### src/rtl/tdl_pkg.sv
// Package: constants, register map and carriers for the tach monitor
package tdl_pkg;
  // ==================================================
  // Sizes
  localparam int NUM_CH = 4;
  localparam int NUM_PAIR = 2;
  localparam int ADDR_W = 8;
  localparam int DATA_W = 32;
  localparam int LVL_W = 16;
  localparam int FRAC_W = 8;
  localparam int VOLT_W = 5;
  localparam int HOLD_W = 16;
  // ==================================================
  // Timing
  localparam int CLK_MHZ = 200;
  localparam int HOLD_STEP_MS = 10;
  localparam int HOLD_STEP_CYC = HOLD_STEP_MS * 1000 * CLK_MHZ;
  // ==================================================
  // Register byte addresses
  localparam logic [7:0] ADR_CTRL = 8'h00;
  localparam logic [7:0] ADR_THR0 = 8'h04;
  localparam logic [7:0] ADR_THR3 = 8'h10;
  localparam logic [7:0] ADR_HOLD = 8'h14;
  localparam logic [7:0] ADR_STAT = 8'h18;
  localparam logic [7:0] ADR_MASK = 8'h1C;
  localparam logic [7:0] ADR_TRST = 8'h20;
  localparam logic [7:0] ADR_LIVE = 8'h24;
  // ==================================================
  // Field positions
  localparam int CTRL_DUAL_LSB = 0;
  localparam int CTRL_TRIG_LSB = 4;
  localparam int THR_OFF_LSB = 0;
  localparam int THR_ON_LSB = 8;
  localparam int STAT_OVF_LSB = 2;
  localparam int STAT_W = NUM_PAIR + NUM_CH;
  // ==================================================
  // Reset values
  localparam logic [4:0] OFF_RST = 5'h05;
  localparam logic [4:0] ON_RST = 5'h0B;
  // ==================================================
  // Carriers
  typedef struct packed {
    logic valid;
    logic [LVL_W-1:0] level;
  } tdl_sample_t;
  typedef struct packed {
    logic [VOLT_W-1:0] off_v;
    logic [VOLT_W-1:0] on_v;
  } tdl_thresh_t;
endpackage : tdl_pkg

### src/rtl/tdl_pulse_qual.sv
// One channel: hysteresis thresholds and trigger polarity
`timescale 1ns/1ps
module tdl_pulse_qual (
  // Clock and reset
  input wire logic clock,
  input wire logic sys_rst,
  // Sample and settings
  input tdl_pkg::tdl_sample_t sample,
  input tdl_pkg::tdl_thresh_t thresh,
  input wire logic invert,
  // Qualified pulse
  output logic pulse
);
  logic sensor_on;
  logic next_sensor_on;
  logic next_pulse;
  logic [tdl_pkg::LVL_W-1:0] on_lvl;
  logic [tdl_pkg::LVL_W-1:0] off_lvl;

  // ==================================================
  // Threshold compare with held state between levels
  always_comb begin
    on_lvl = tdl_pkg::LVL_W'({thresh.on_v, tdl_pkg::FRAC_W'(0)});
    off_lvl = tdl_pkg::LVL_W'({thresh.off_v, tdl_pkg::FRAC_W'(0)});
    next_sensor_on = sensor_on;
    if (sample.valid) begin
      if (sample.level >= on_lvl) begin
        next_sensor_on = 1'b1;
      end else if (sample.level <= off_lvl) begin
        next_sensor_on = 1'b0;
      end
    end
    next_pulse = next_sensor_on ^ invert;
  end

  // State registers
  always_ff @(posedge clock) begin
    if (sys_rst) begin
      sensor_on <= 1'b0;
      pulse <= 1'b0;
    end else begin
      sensor_on <= next_sensor_on;
      pulse <= next_pulse;
    end
  end
endmodule : tdl_pulse_qual

### src/rtl/tdl_monitor.sv
// Four-channel tach pulse qualifier with paired dual-low diagnostic
// How it works
// - Enabled pair flags fault when both low
// - Diagnostic enable defaults off, no fault then
// - Pairs are 0/1 and 2/3, shared enable
// - Trigger type: falling plain, rising inverted
// - Off threshold 0..23 V, default 5 V
// - On threshold 1..24 V, default 11 V
// - Tach reset clears latched overfrequency
// - Errors held for shared 10 ms steps
//
// Chosen here: the register offsets and the strobed register port.
`timescale 1ns/1ps
module tdl_monitor #(
  parameter int TICK_CYCLES = tdl_pkg::HOLD_STEP_CYC
) (
  // Clock and reset
  input wire logic clock,
  input wire logic sys_rst,
  // Register port
  input wire logic [tdl_pkg::ADDR_W-1:0] addr,
  input wire logic [tdl_pkg::DATA_W-1:0] wdata,
  input wire logic wr,
  input wire logic rd,
  output logic [tdl_pkg::DATA_W-1:0] rdata,
  // Sensor samples and overfrequency events
  input tdl_pkg::tdl_sample_t [tdl_pkg::NUM_CH-1:0] samples,
  input wire logic [tdl_pkg::NUM_CH-1:0] overfreq_evt,
  // Status outputs
  output logic [tdl_pkg::NUM_CH-1:0] pulse_state,
  output logic [tdl_pkg::NUM_PAIR-1:0] pair_fault,
  output logic [tdl_pkg::NUM_CH-1:0] freq_run,
  output logic irq
);
  // Short local names for sizes
  localparam int NC = tdl_pkg::NUM_CH;
  localparam int NP = tdl_pkg::NUM_PAIR;
  localparam int SW = tdl_pkg::STAT_W;
  localparam int TW = $clog2(TICK_CYCLES + 1);

  // Configuration and status state
  logic [NP-1:0] dual_en, next_dual_en;
  logic [NC-1:0] trig_inv, next_trig_inv;
  tdl_pkg::tdl_thresh_t [NC-1:0] thr, next_thr;
  logic [tdl_pkg::HOLD_W-1:0] hold_val, next_hold_val;
  logic [SW-1:0] stat, next_stat, mask, next_mask;

  // Overfrequency latches, one per channel
  logic [NC-1:0] ovf_lat, next_ovf_lat;
  // Read data and interrupt next values
  logic [tdl_pkg::DATA_W-1:0] next_rdata;
  logic next_irq;

  // Diagnostic state
  logic [TW-1:0] tick_cnt, next_tick_cnt;
  logic tick;
  // Hold counters, one per pair
  logic [tdl_pkg::HOLD_W-1:0] hold_cnt [NP];
  logic [tdl_pkg::HOLD_W-1:0] next_hold_cnt [NP];
  // Pair conditions and channel pulses
  logic [NP-1:0] dual_low, next_pair_fault;
  logic [NC-1:0] pulse_w, next_freq_run;

  // ==================================================
  // Channel qualifiers
  // Polarity applied per channel before the pair check
  for (genvar c = 0; c < NC; c++) begin : g_ch
    tdl_pulse_qual u_qual (
      .clock(clock),
      .sys_rst(sys_rst),
      .sample(samples[c]),
      .thresh(thr[c]),
      .invert(trig_inv[c]),
      .pulse(pulse_w[c])
    );
  end

  // ==================================================
  // Hold-time tick, pair diagnostic and error hold
  always_comb begin
    // Free-running divider makes the hold tick
    tick = (tick_cnt == TW'(TICK_CYCLES - 1));
    next_tick_cnt = tick ? '0 : tick_cnt + TW'(1);
    // Each pair judged on its own
    for (int p = 0; p < NP; p++) begin
      // Both trains low at once, pair shares one enable
      dual_low[p] = dual_en[p] & ~pulse_w[2*p] & ~pulse_w[2*p+1];
      // Dual low reloads the hold, else tick counts down
      next_hold_cnt[p] = hold_cnt[p];
      if (dual_low[p]) begin
        next_hold_cnt[p] = hold_val;
      end else if (tick && hold_cnt[p] != '0) begin
        next_hold_cnt[p] = hold_cnt[p] - tdl_pkg::HOLD_W'(1);
      end
      // Fault shows while low or while the hold runs
      next_pair_fault[p] = dual_low[p] | (hold_cnt[p] != '0);
    end
  end

  // Diagnostic registers
  always_ff @(posedge clock) begin
    if (sys_rst) begin
      // Outputs and counters start clear
      tick_cnt <= '0;
      for (int p = 0; p < NP; p++) begin
        hold_cnt[p] <= '0;
      end
      pair_fault <= '0;
      pulse_state <= '0;
    end else begin
      // Register next values
      tick_cnt <= next_tick_cnt;
      for (int p = 0; p < NP; p++) begin
        hold_cnt[p] <= next_hold_cnt[p];
      end
      pair_fault <= next_pair_fault;
      pulse_state <= pulse_w;
    end
  end

  // ==================================================
  // Register writes, reads, sticky status and interrupt
  always_comb begin
    // Registers hold unless written or set by events; read data defaults to zero
    next_dual_en = dual_en;
    next_trig_inv = trig_inv;
    next_thr = thr;
    next_hold_val = hold_val;
    next_mask = mask;
    next_stat = stat;
    next_ovf_lat = ovf_lat;
    next_rdata = '0;
    // Write decode on exact byte addresses
    if (wr) begin
      if (addr == tdl_pkg::ADR_CTRL) begin
        next_dual_en = wdata[tdl_pkg::CTRL_DUAL_LSB +: NP];
        next_trig_inv = wdata[tdl_pkg::CTRL_TRIG_LSB +: NC];
      end else if (addr >= tdl_pkg::ADR_THR0 && addr <= tdl_pkg::ADR_THR3
                   && addr[1:0] == 2'h0) begin
        // Channel index from the word address
        next_thr[addr[4:2] - 3'h1].off_v =
          wdata[tdl_pkg::THR_OFF_LSB +: tdl_pkg::VOLT_W];
        next_thr[addr[4:2] - 3'h1].on_v =
          wdata[tdl_pkg::THR_ON_LSB +: tdl_pkg::VOLT_W];
      end else if (addr == tdl_pkg::ADR_HOLD) begin
        next_hold_val = wdata[tdl_pkg::HOLD_W-1:0];
      end else if (addr == tdl_pkg::ADR_STAT) begin
        // Write one to clear
        next_stat = stat & ~wdata[SW-1:0];
      end else if (addr == tdl_pkg::ADR_MASK) begin
        next_mask = wdata[SW-1:0];
      end else if (addr == tdl_pkg::ADR_TRST) begin
        // Tach reset per channel
        next_ovf_lat = ovf_lat & ~wdata[NC-1:0];
      end
    end

    // Events set after clears, so a set wins
    next_ovf_lat = next_ovf_lat | overfreq_evt;
    next_stat = next_stat | {overfreq_evt, dual_low};
    // Interrupt and run flags follow the new latches
    next_irq = |(next_stat & next_mask);
    next_freq_run = ~next_ovf_lat;

    // Read decode, unmapped addresses give zero
    if (rd) begin
      if (addr == tdl_pkg::ADR_CTRL) begin
        next_rdata[tdl_pkg::CTRL_DUAL_LSB +: NP] = dual_en;
        next_rdata[tdl_pkg::CTRL_TRIG_LSB +: NC] = trig_inv;
      end else if (addr >= tdl_pkg::ADR_THR0 && addr <= tdl_pkg::ADR_THR3
                   && addr[1:0] == 2'h0) begin
        // Same index as the write path
        next_rdata[tdl_pkg::THR_OFF_LSB +: tdl_pkg::VOLT_W] =
          thr[addr[4:2] - 3'h1].off_v;
        next_rdata[tdl_pkg::THR_ON_LSB +: tdl_pkg::VOLT_W] =
          thr[addr[4:2] - 3'h1].on_v;
      end else if (addr == tdl_pkg::ADR_HOLD) begin
        next_rdata[tdl_pkg::HOLD_W-1:0] = hold_val;
      end else if (addr == tdl_pkg::ADR_STAT) begin
        next_rdata[SW-1:0] = stat;
      end else if (addr == tdl_pkg::ADR_MASK) begin
        next_rdata[SW-1:0] = mask;
      end else if (addr == tdl_pkg::ADR_TRST) begin
        next_rdata[NC-1:0] = ovf_lat;
      end else if (addr == tdl_pkg::ADR_LIVE) begin
        // Live pulse and pair fault view
        next_rdata[NC-1:0] = pulse_state;
        next_rdata[NC +: NP] = pair_fault;
      end
    end
  end

  // Configuration, status and output registers
  always_ff @(posedge clock) begin
    if (sys_rst) begin
      // Defaults: diagnostic off, falling edge
      dual_en <= '0;
      trig_inv <= '0;
      for (int c = 0; c < NC; c++) begin
        // Per channel threshold defaults
        thr[c].off_v <= tdl_pkg::OFF_RST;
        thr[c].on_v <= tdl_pkg::ON_RST;
      end
      hold_val <= '0;
      stat <= '0;
      mask <= '0;
      ovf_lat <= '0;
      rdata <= '0;
      irq <= 1'b0;
      freq_run <= '1;
    end else begin
      // Take next values
      dual_en <= next_dual_en;
      trig_inv <= next_trig_inv;
      thr <= next_thr;
      hold_val <= next_hold_val;
      stat <= next_stat;
      mask <= next_mask;
      ovf_lat <= next_ovf_lat;
      rdata <= next_rdata;
      irq <= next_irq;
      freq_run <= next_freq_run;
    end
  end
endmodule : tdl_monitor

### config.mk
export PLATFORM = sky130hd
export DESIGN_NAME = tdl_monitor
export DESIGN_NICKNAME = d
export VERILOG_FILES = /design/src/rtl/tdl_pkg.sv /design/src/rtl/tdl_pulse_qual.sv /design/src/rtl/tdl_monitor.sv
export SDC_FILE = /design/constraint.sdc
export NUM_CORES = 1
export LEC_CHECK = 0
export BUFFER_PORTS_ARGS = -buffer_cell sky130_fd_sc_hd__buf_2
export CORE_UTILIZATION = 58
export CTS_BUF_LIST = sky130_fd_sc_hd__clkbuf_8
export CTS_CLUSTER_SIZE = 25
export DETAILED_ROUTE_END_ITERATION = 6
export PLACE_DENSITY = 0.83
export SETUP_SLACK_MARGIN = 0.5
export SYNTH_ARGS = -nofsm -noshare
export SYNTH_HDL_FRONTEND = slang
export SYNTH_SLANG_ARGS = --single-unit
### constraint.sdc
create_clock -name clock -period 3.91 [get_ports clock]
set_input_delay 0.5865 -clock clock [delete_from_list [all_inputs] [get_ports clock]]
set_output_delay 0.5865 -clock clock [all_outputs]
set_load 0.005 [all_outputs]
==> flow_summary_export.csv <==
group,metric,value,unit
status,status,"complete, no violations",
drt,drc,0,
logic_synthesis,syn_area_per_cell,8.48,sq um
logic_synthesis,async_flop_share,0,
flow_run,maxCapViolations,0,
critical_path,arrival,2.91,ns
cts,cts_hold_buf,0,
pwr,peakVddDrop,250,uV
cells_and_area,design_area,9550,sq um
global_routing,grt_max_degree,77,
critical_path,cp-startpoint,"addr[2]",
cts,cts_buffer_depth,2,
floorplanning,die_h,123,microns
place,place.detailed.hpwl,15700,microns
hold_path,hold_start,"wdata[13]",
logic_synthesis,yosys.cell_types.count,62,
logic_synthesis,synth_compound_area_frac,0.145,
pwr,power_density,335,nW/um^2
cts,h-tree-depth,4,
floorplanning,start_util,0.603,
timing,setup_tns,0,ns
critical_path,worstPathRequired,4.23,ns
logic_synthesis,synth_fa_ha_area_frac,0.0706,
global_routing,grt_pass1_wl,34200,microns
place,io_buffers,126,
logic_synthesis,yosysSeqAreaShare,0.391,
logic_synthesis,synthMuxAreaShare,0.0483,
cells_and_area,layout.nets,1270,
hold_path,hold_depth,3,
hold_path,min_path_type,"in2reg",
drt,vias,7726,
timing,rsz0062_at_grt,"no",
cts,path_clk_slew,0.09,ns
timing,post-route-min-period,2.59,ns
logic_synthesis,netlist_area,8500,sq um
timing,slew_viol_final,0,
timing,worst_slew_pin_slew,0.966,ns
cells_and_area,syn2layout_area_growth,12.4,%
cells_and_area,final_cell_mix,"166 x dfxtp_1, 125 x buf_2, 108 x nor2_1",
logic_synthesis,synth_top_family_by_area,"simple AND/OR/NAND/NOR gates",
critical_path,cp_cell_sequence,"buf_2, inv_1, ha_1, nor2b_1, nand4_1, nand2_1, a21oi_1",
logic_synthesis,ys.flop_type,"dfxtp_1",
drt,detail-route-antenna-nets,0,
cts,cts_root_buf,"clkbuf_8",
critical_path,worst-setup-path-type,"in2reg",
cts,clock_latency,0.47,ns
timing,setup_viol,0,
drt,vias_per_cell,5.95,
cts,clock_sinks,166,
global_routing,grt_pass1_vias,6930,
critical_path,rr_worst_depth,6,
drt,wirelength,21400,microns
pwr,leakage,4.09,nW
place,place_area,9170,sq um
logic_synthesis,ys_warn_count,0,
place,routabilityCongestion,0.926,
logic_synthesis,synth_cells,1003,
timing,finalHoldViolations,0,
logic_synthesis,ys_seq_elements,166,
cts,cts_setup_buffers,0,
floorplanning,io_pins,159,
logic_synthesis,synthSimpleGateAreaFrac,0.247,
cts,cts_made_buffers,17,
floorplanning,dieArea,15100,sq um
critical_path,setup.worst_path.end_class,"register",
logic_synthesis,synth-xor-area-share,0.0391,
global_routing,grt_usage,0.293,
critical_path,slowest_delay,0.74,ns
cts,cts_resized,0,
critical_path,crit-reg2reg-launch,"tick_cnt[10]",
global_routing,antenna_found_initial,1,
critical_path,critPathLaunchType,"input port",
cells_and_area,final_common_cell,"dfxtp_1",
cells_and_area,antenna_cells,0,
floorplanning,core.rowCount,43,
cells_and_area,drive_gt1_frac,0.173,
global_routing,grt-ovfl-total,0,
drt,drtIter0Drc,624,
drt,first_pass_iters,5,
critical_path,worst_path_max_delay_cell,"nand4_1",
critical_path,crit_fanout,16,
cts,cts_tree,"built",
logic_synthesis,synth_edf_count,0,
pwr,p_total,3.20,mW
timing,clock_skew,0.0146,ns
drt,wl_per_cell,16.5,microns
floorplanning,die_w,123,microns
timing,relSlewSlack,0.354,
timing,post-route-period-util,0.663,
floorplanning,fp.coreArea,14100,sq um
timing,fmax,386,MHz
[routing by layer]
| metal | global-route usage | part of all wire | wire, microns |
|---|---|---|---|
| met1 | 0.403 | 0.44 | 9350 |
| met2 | 0.461 | 0.46 | 9740 |
| met3 | 0.0632 | 0.093 | 1990 |
| met4 | 0.0889 | 0.014 | 297 |
| met5 | 0 | 0 | 0 |
[kinds of logic after synthesis]
| kind of cell | after synthesis |
|---|---|
| flip-flops | 166 |
| adder cells (fa/ha/maj) | 48 |
| other | 1 |
| multiplexers | 28 |
| buffers and inverters | 117 |
| AND/OR/NAND/NOR | 415 |
| XOR/XNOR | 38 |
| AO/OA/AOI/OAI | 190 |
[flip-flops by register name, summed over array words and instances, names as in the netlist]
| name | cells |
|---|---|
| pair_fault | 2 |
| hold_val | 16 |
| irq | 1 |
| rdata | 16 |
| pulse_state | 4 |
| trig_inv | 4 |
| ovf_lat | 4 |
| freq_run | 4 |
| tick_cnt | 21 |
| g_ch.u_qual.pulse | 4 |
| dual_en | 2 |
| mask | 6 |
| g_ch.u_qual.sensor_on | 4 |
| stat | 6 |
| thr | 40 |
| hold_cnt | 32 |
[report_power, final]
group | switching (mW) | internal, mW
clock | 0.687 | 0.538
sequential | 0.0163 | 1.71
combinational | 0.147 | 0.104
[stage by stage]
stage                      util  cells  hold slack (ns)  setup slack [ns]
after floorplan               -   1018            0.430             0.958
after global placement    0.650   1267            0.442              1.04
after detailed placement  0.650   1267            0.448             0.923
after CTS                 0.678   1299            0.330              1.37
after global routing      0.678   1299            0.354              1.11
final                     0.678   1299            0.355              1.32
[cell usage after synthesis (all sizes together), types with 3 or more instances]
| master | number | area share |
|---|---|---|
| mux2 | 4 | 0.0053 |
| a221oi | 4 | 0.0041 |
| nor4 | 18 | 0.018 |
| and2 | 7 | 0.0052 |
| o22ai | 5 | 0.0037 |
| mux4 | 10 | 0.026 |
| dfxtp | 166 | 0.39 |
| ha | 48 | 0.071 |
| nand3b | 9 | 0.0079 |
| xnor2 | 21 | 0.022 |
| inv | 54 | 0.024 |
| nor2b | 16 | 0.012 |
| nor3 | 17 | 0.011 |
| and3 | 17 | 0.013 |
| clkbuf | 42 | 0.019 |
| nand2b | 9 | 0.0066 |
| or4 | 8 | 0.0071 |
| a21oi | 74 | 0.044 |
| o22a | 4 | 0.0041 |
| or2 | 6 | 0.0047 |
| nand4 | 13 | 0.0096 |
| nor2 | 108 | 0.048 |
| o21ai | 22 | 0.013 |
| nor4b | 3 | 0.0038 |
| nand2 | 105 | 0.046 |
| a311oi | 8 | 0.0082 |
| a21o | 13 | 0.011 |
| mux2i | 14 | 0.016 |
| a211o | 12 | 0.012 |
| or3 | 10 | 0.0079 |
| a211oi | 24 | 0.022 |
| xor2 | 17 | 0.018 |
| buf | 21 | 0.017 |
| a22oi | 11 | 0.0097 |
| nand3 | 58 | 0.034 |
[path summary, 6_finish.rpt]
kind / slack [ns] / endpoint
worst max-delay path: 1.32 / hold_val[14]
worst max register to register: 1.33 / hold_cnt[0][5]
worst min-delay path: 0.35 / hold_val[13]
worst min register to register: 0.46 / thr[16]
[layout make-up]
class	count	area (sq um)
multi-input cells	735	4740
fillers	1184	4540
flip-flops and latches	166	3320
repair buffers	132	678
clock buffers	18	248
well taps	180	225
inverters	54	203
clock inverters	14	139
[critical path: cells and delay by family]
kind                       cells  cell delay (ns)
and+or+nand+nor                3             1.43
buffers and inverters          2             0.47
adders and majority gates      1             0.32
AOI/OAI and AO/OA              1             0.10
Note: power is estimated with default switching activity, not from simulation.
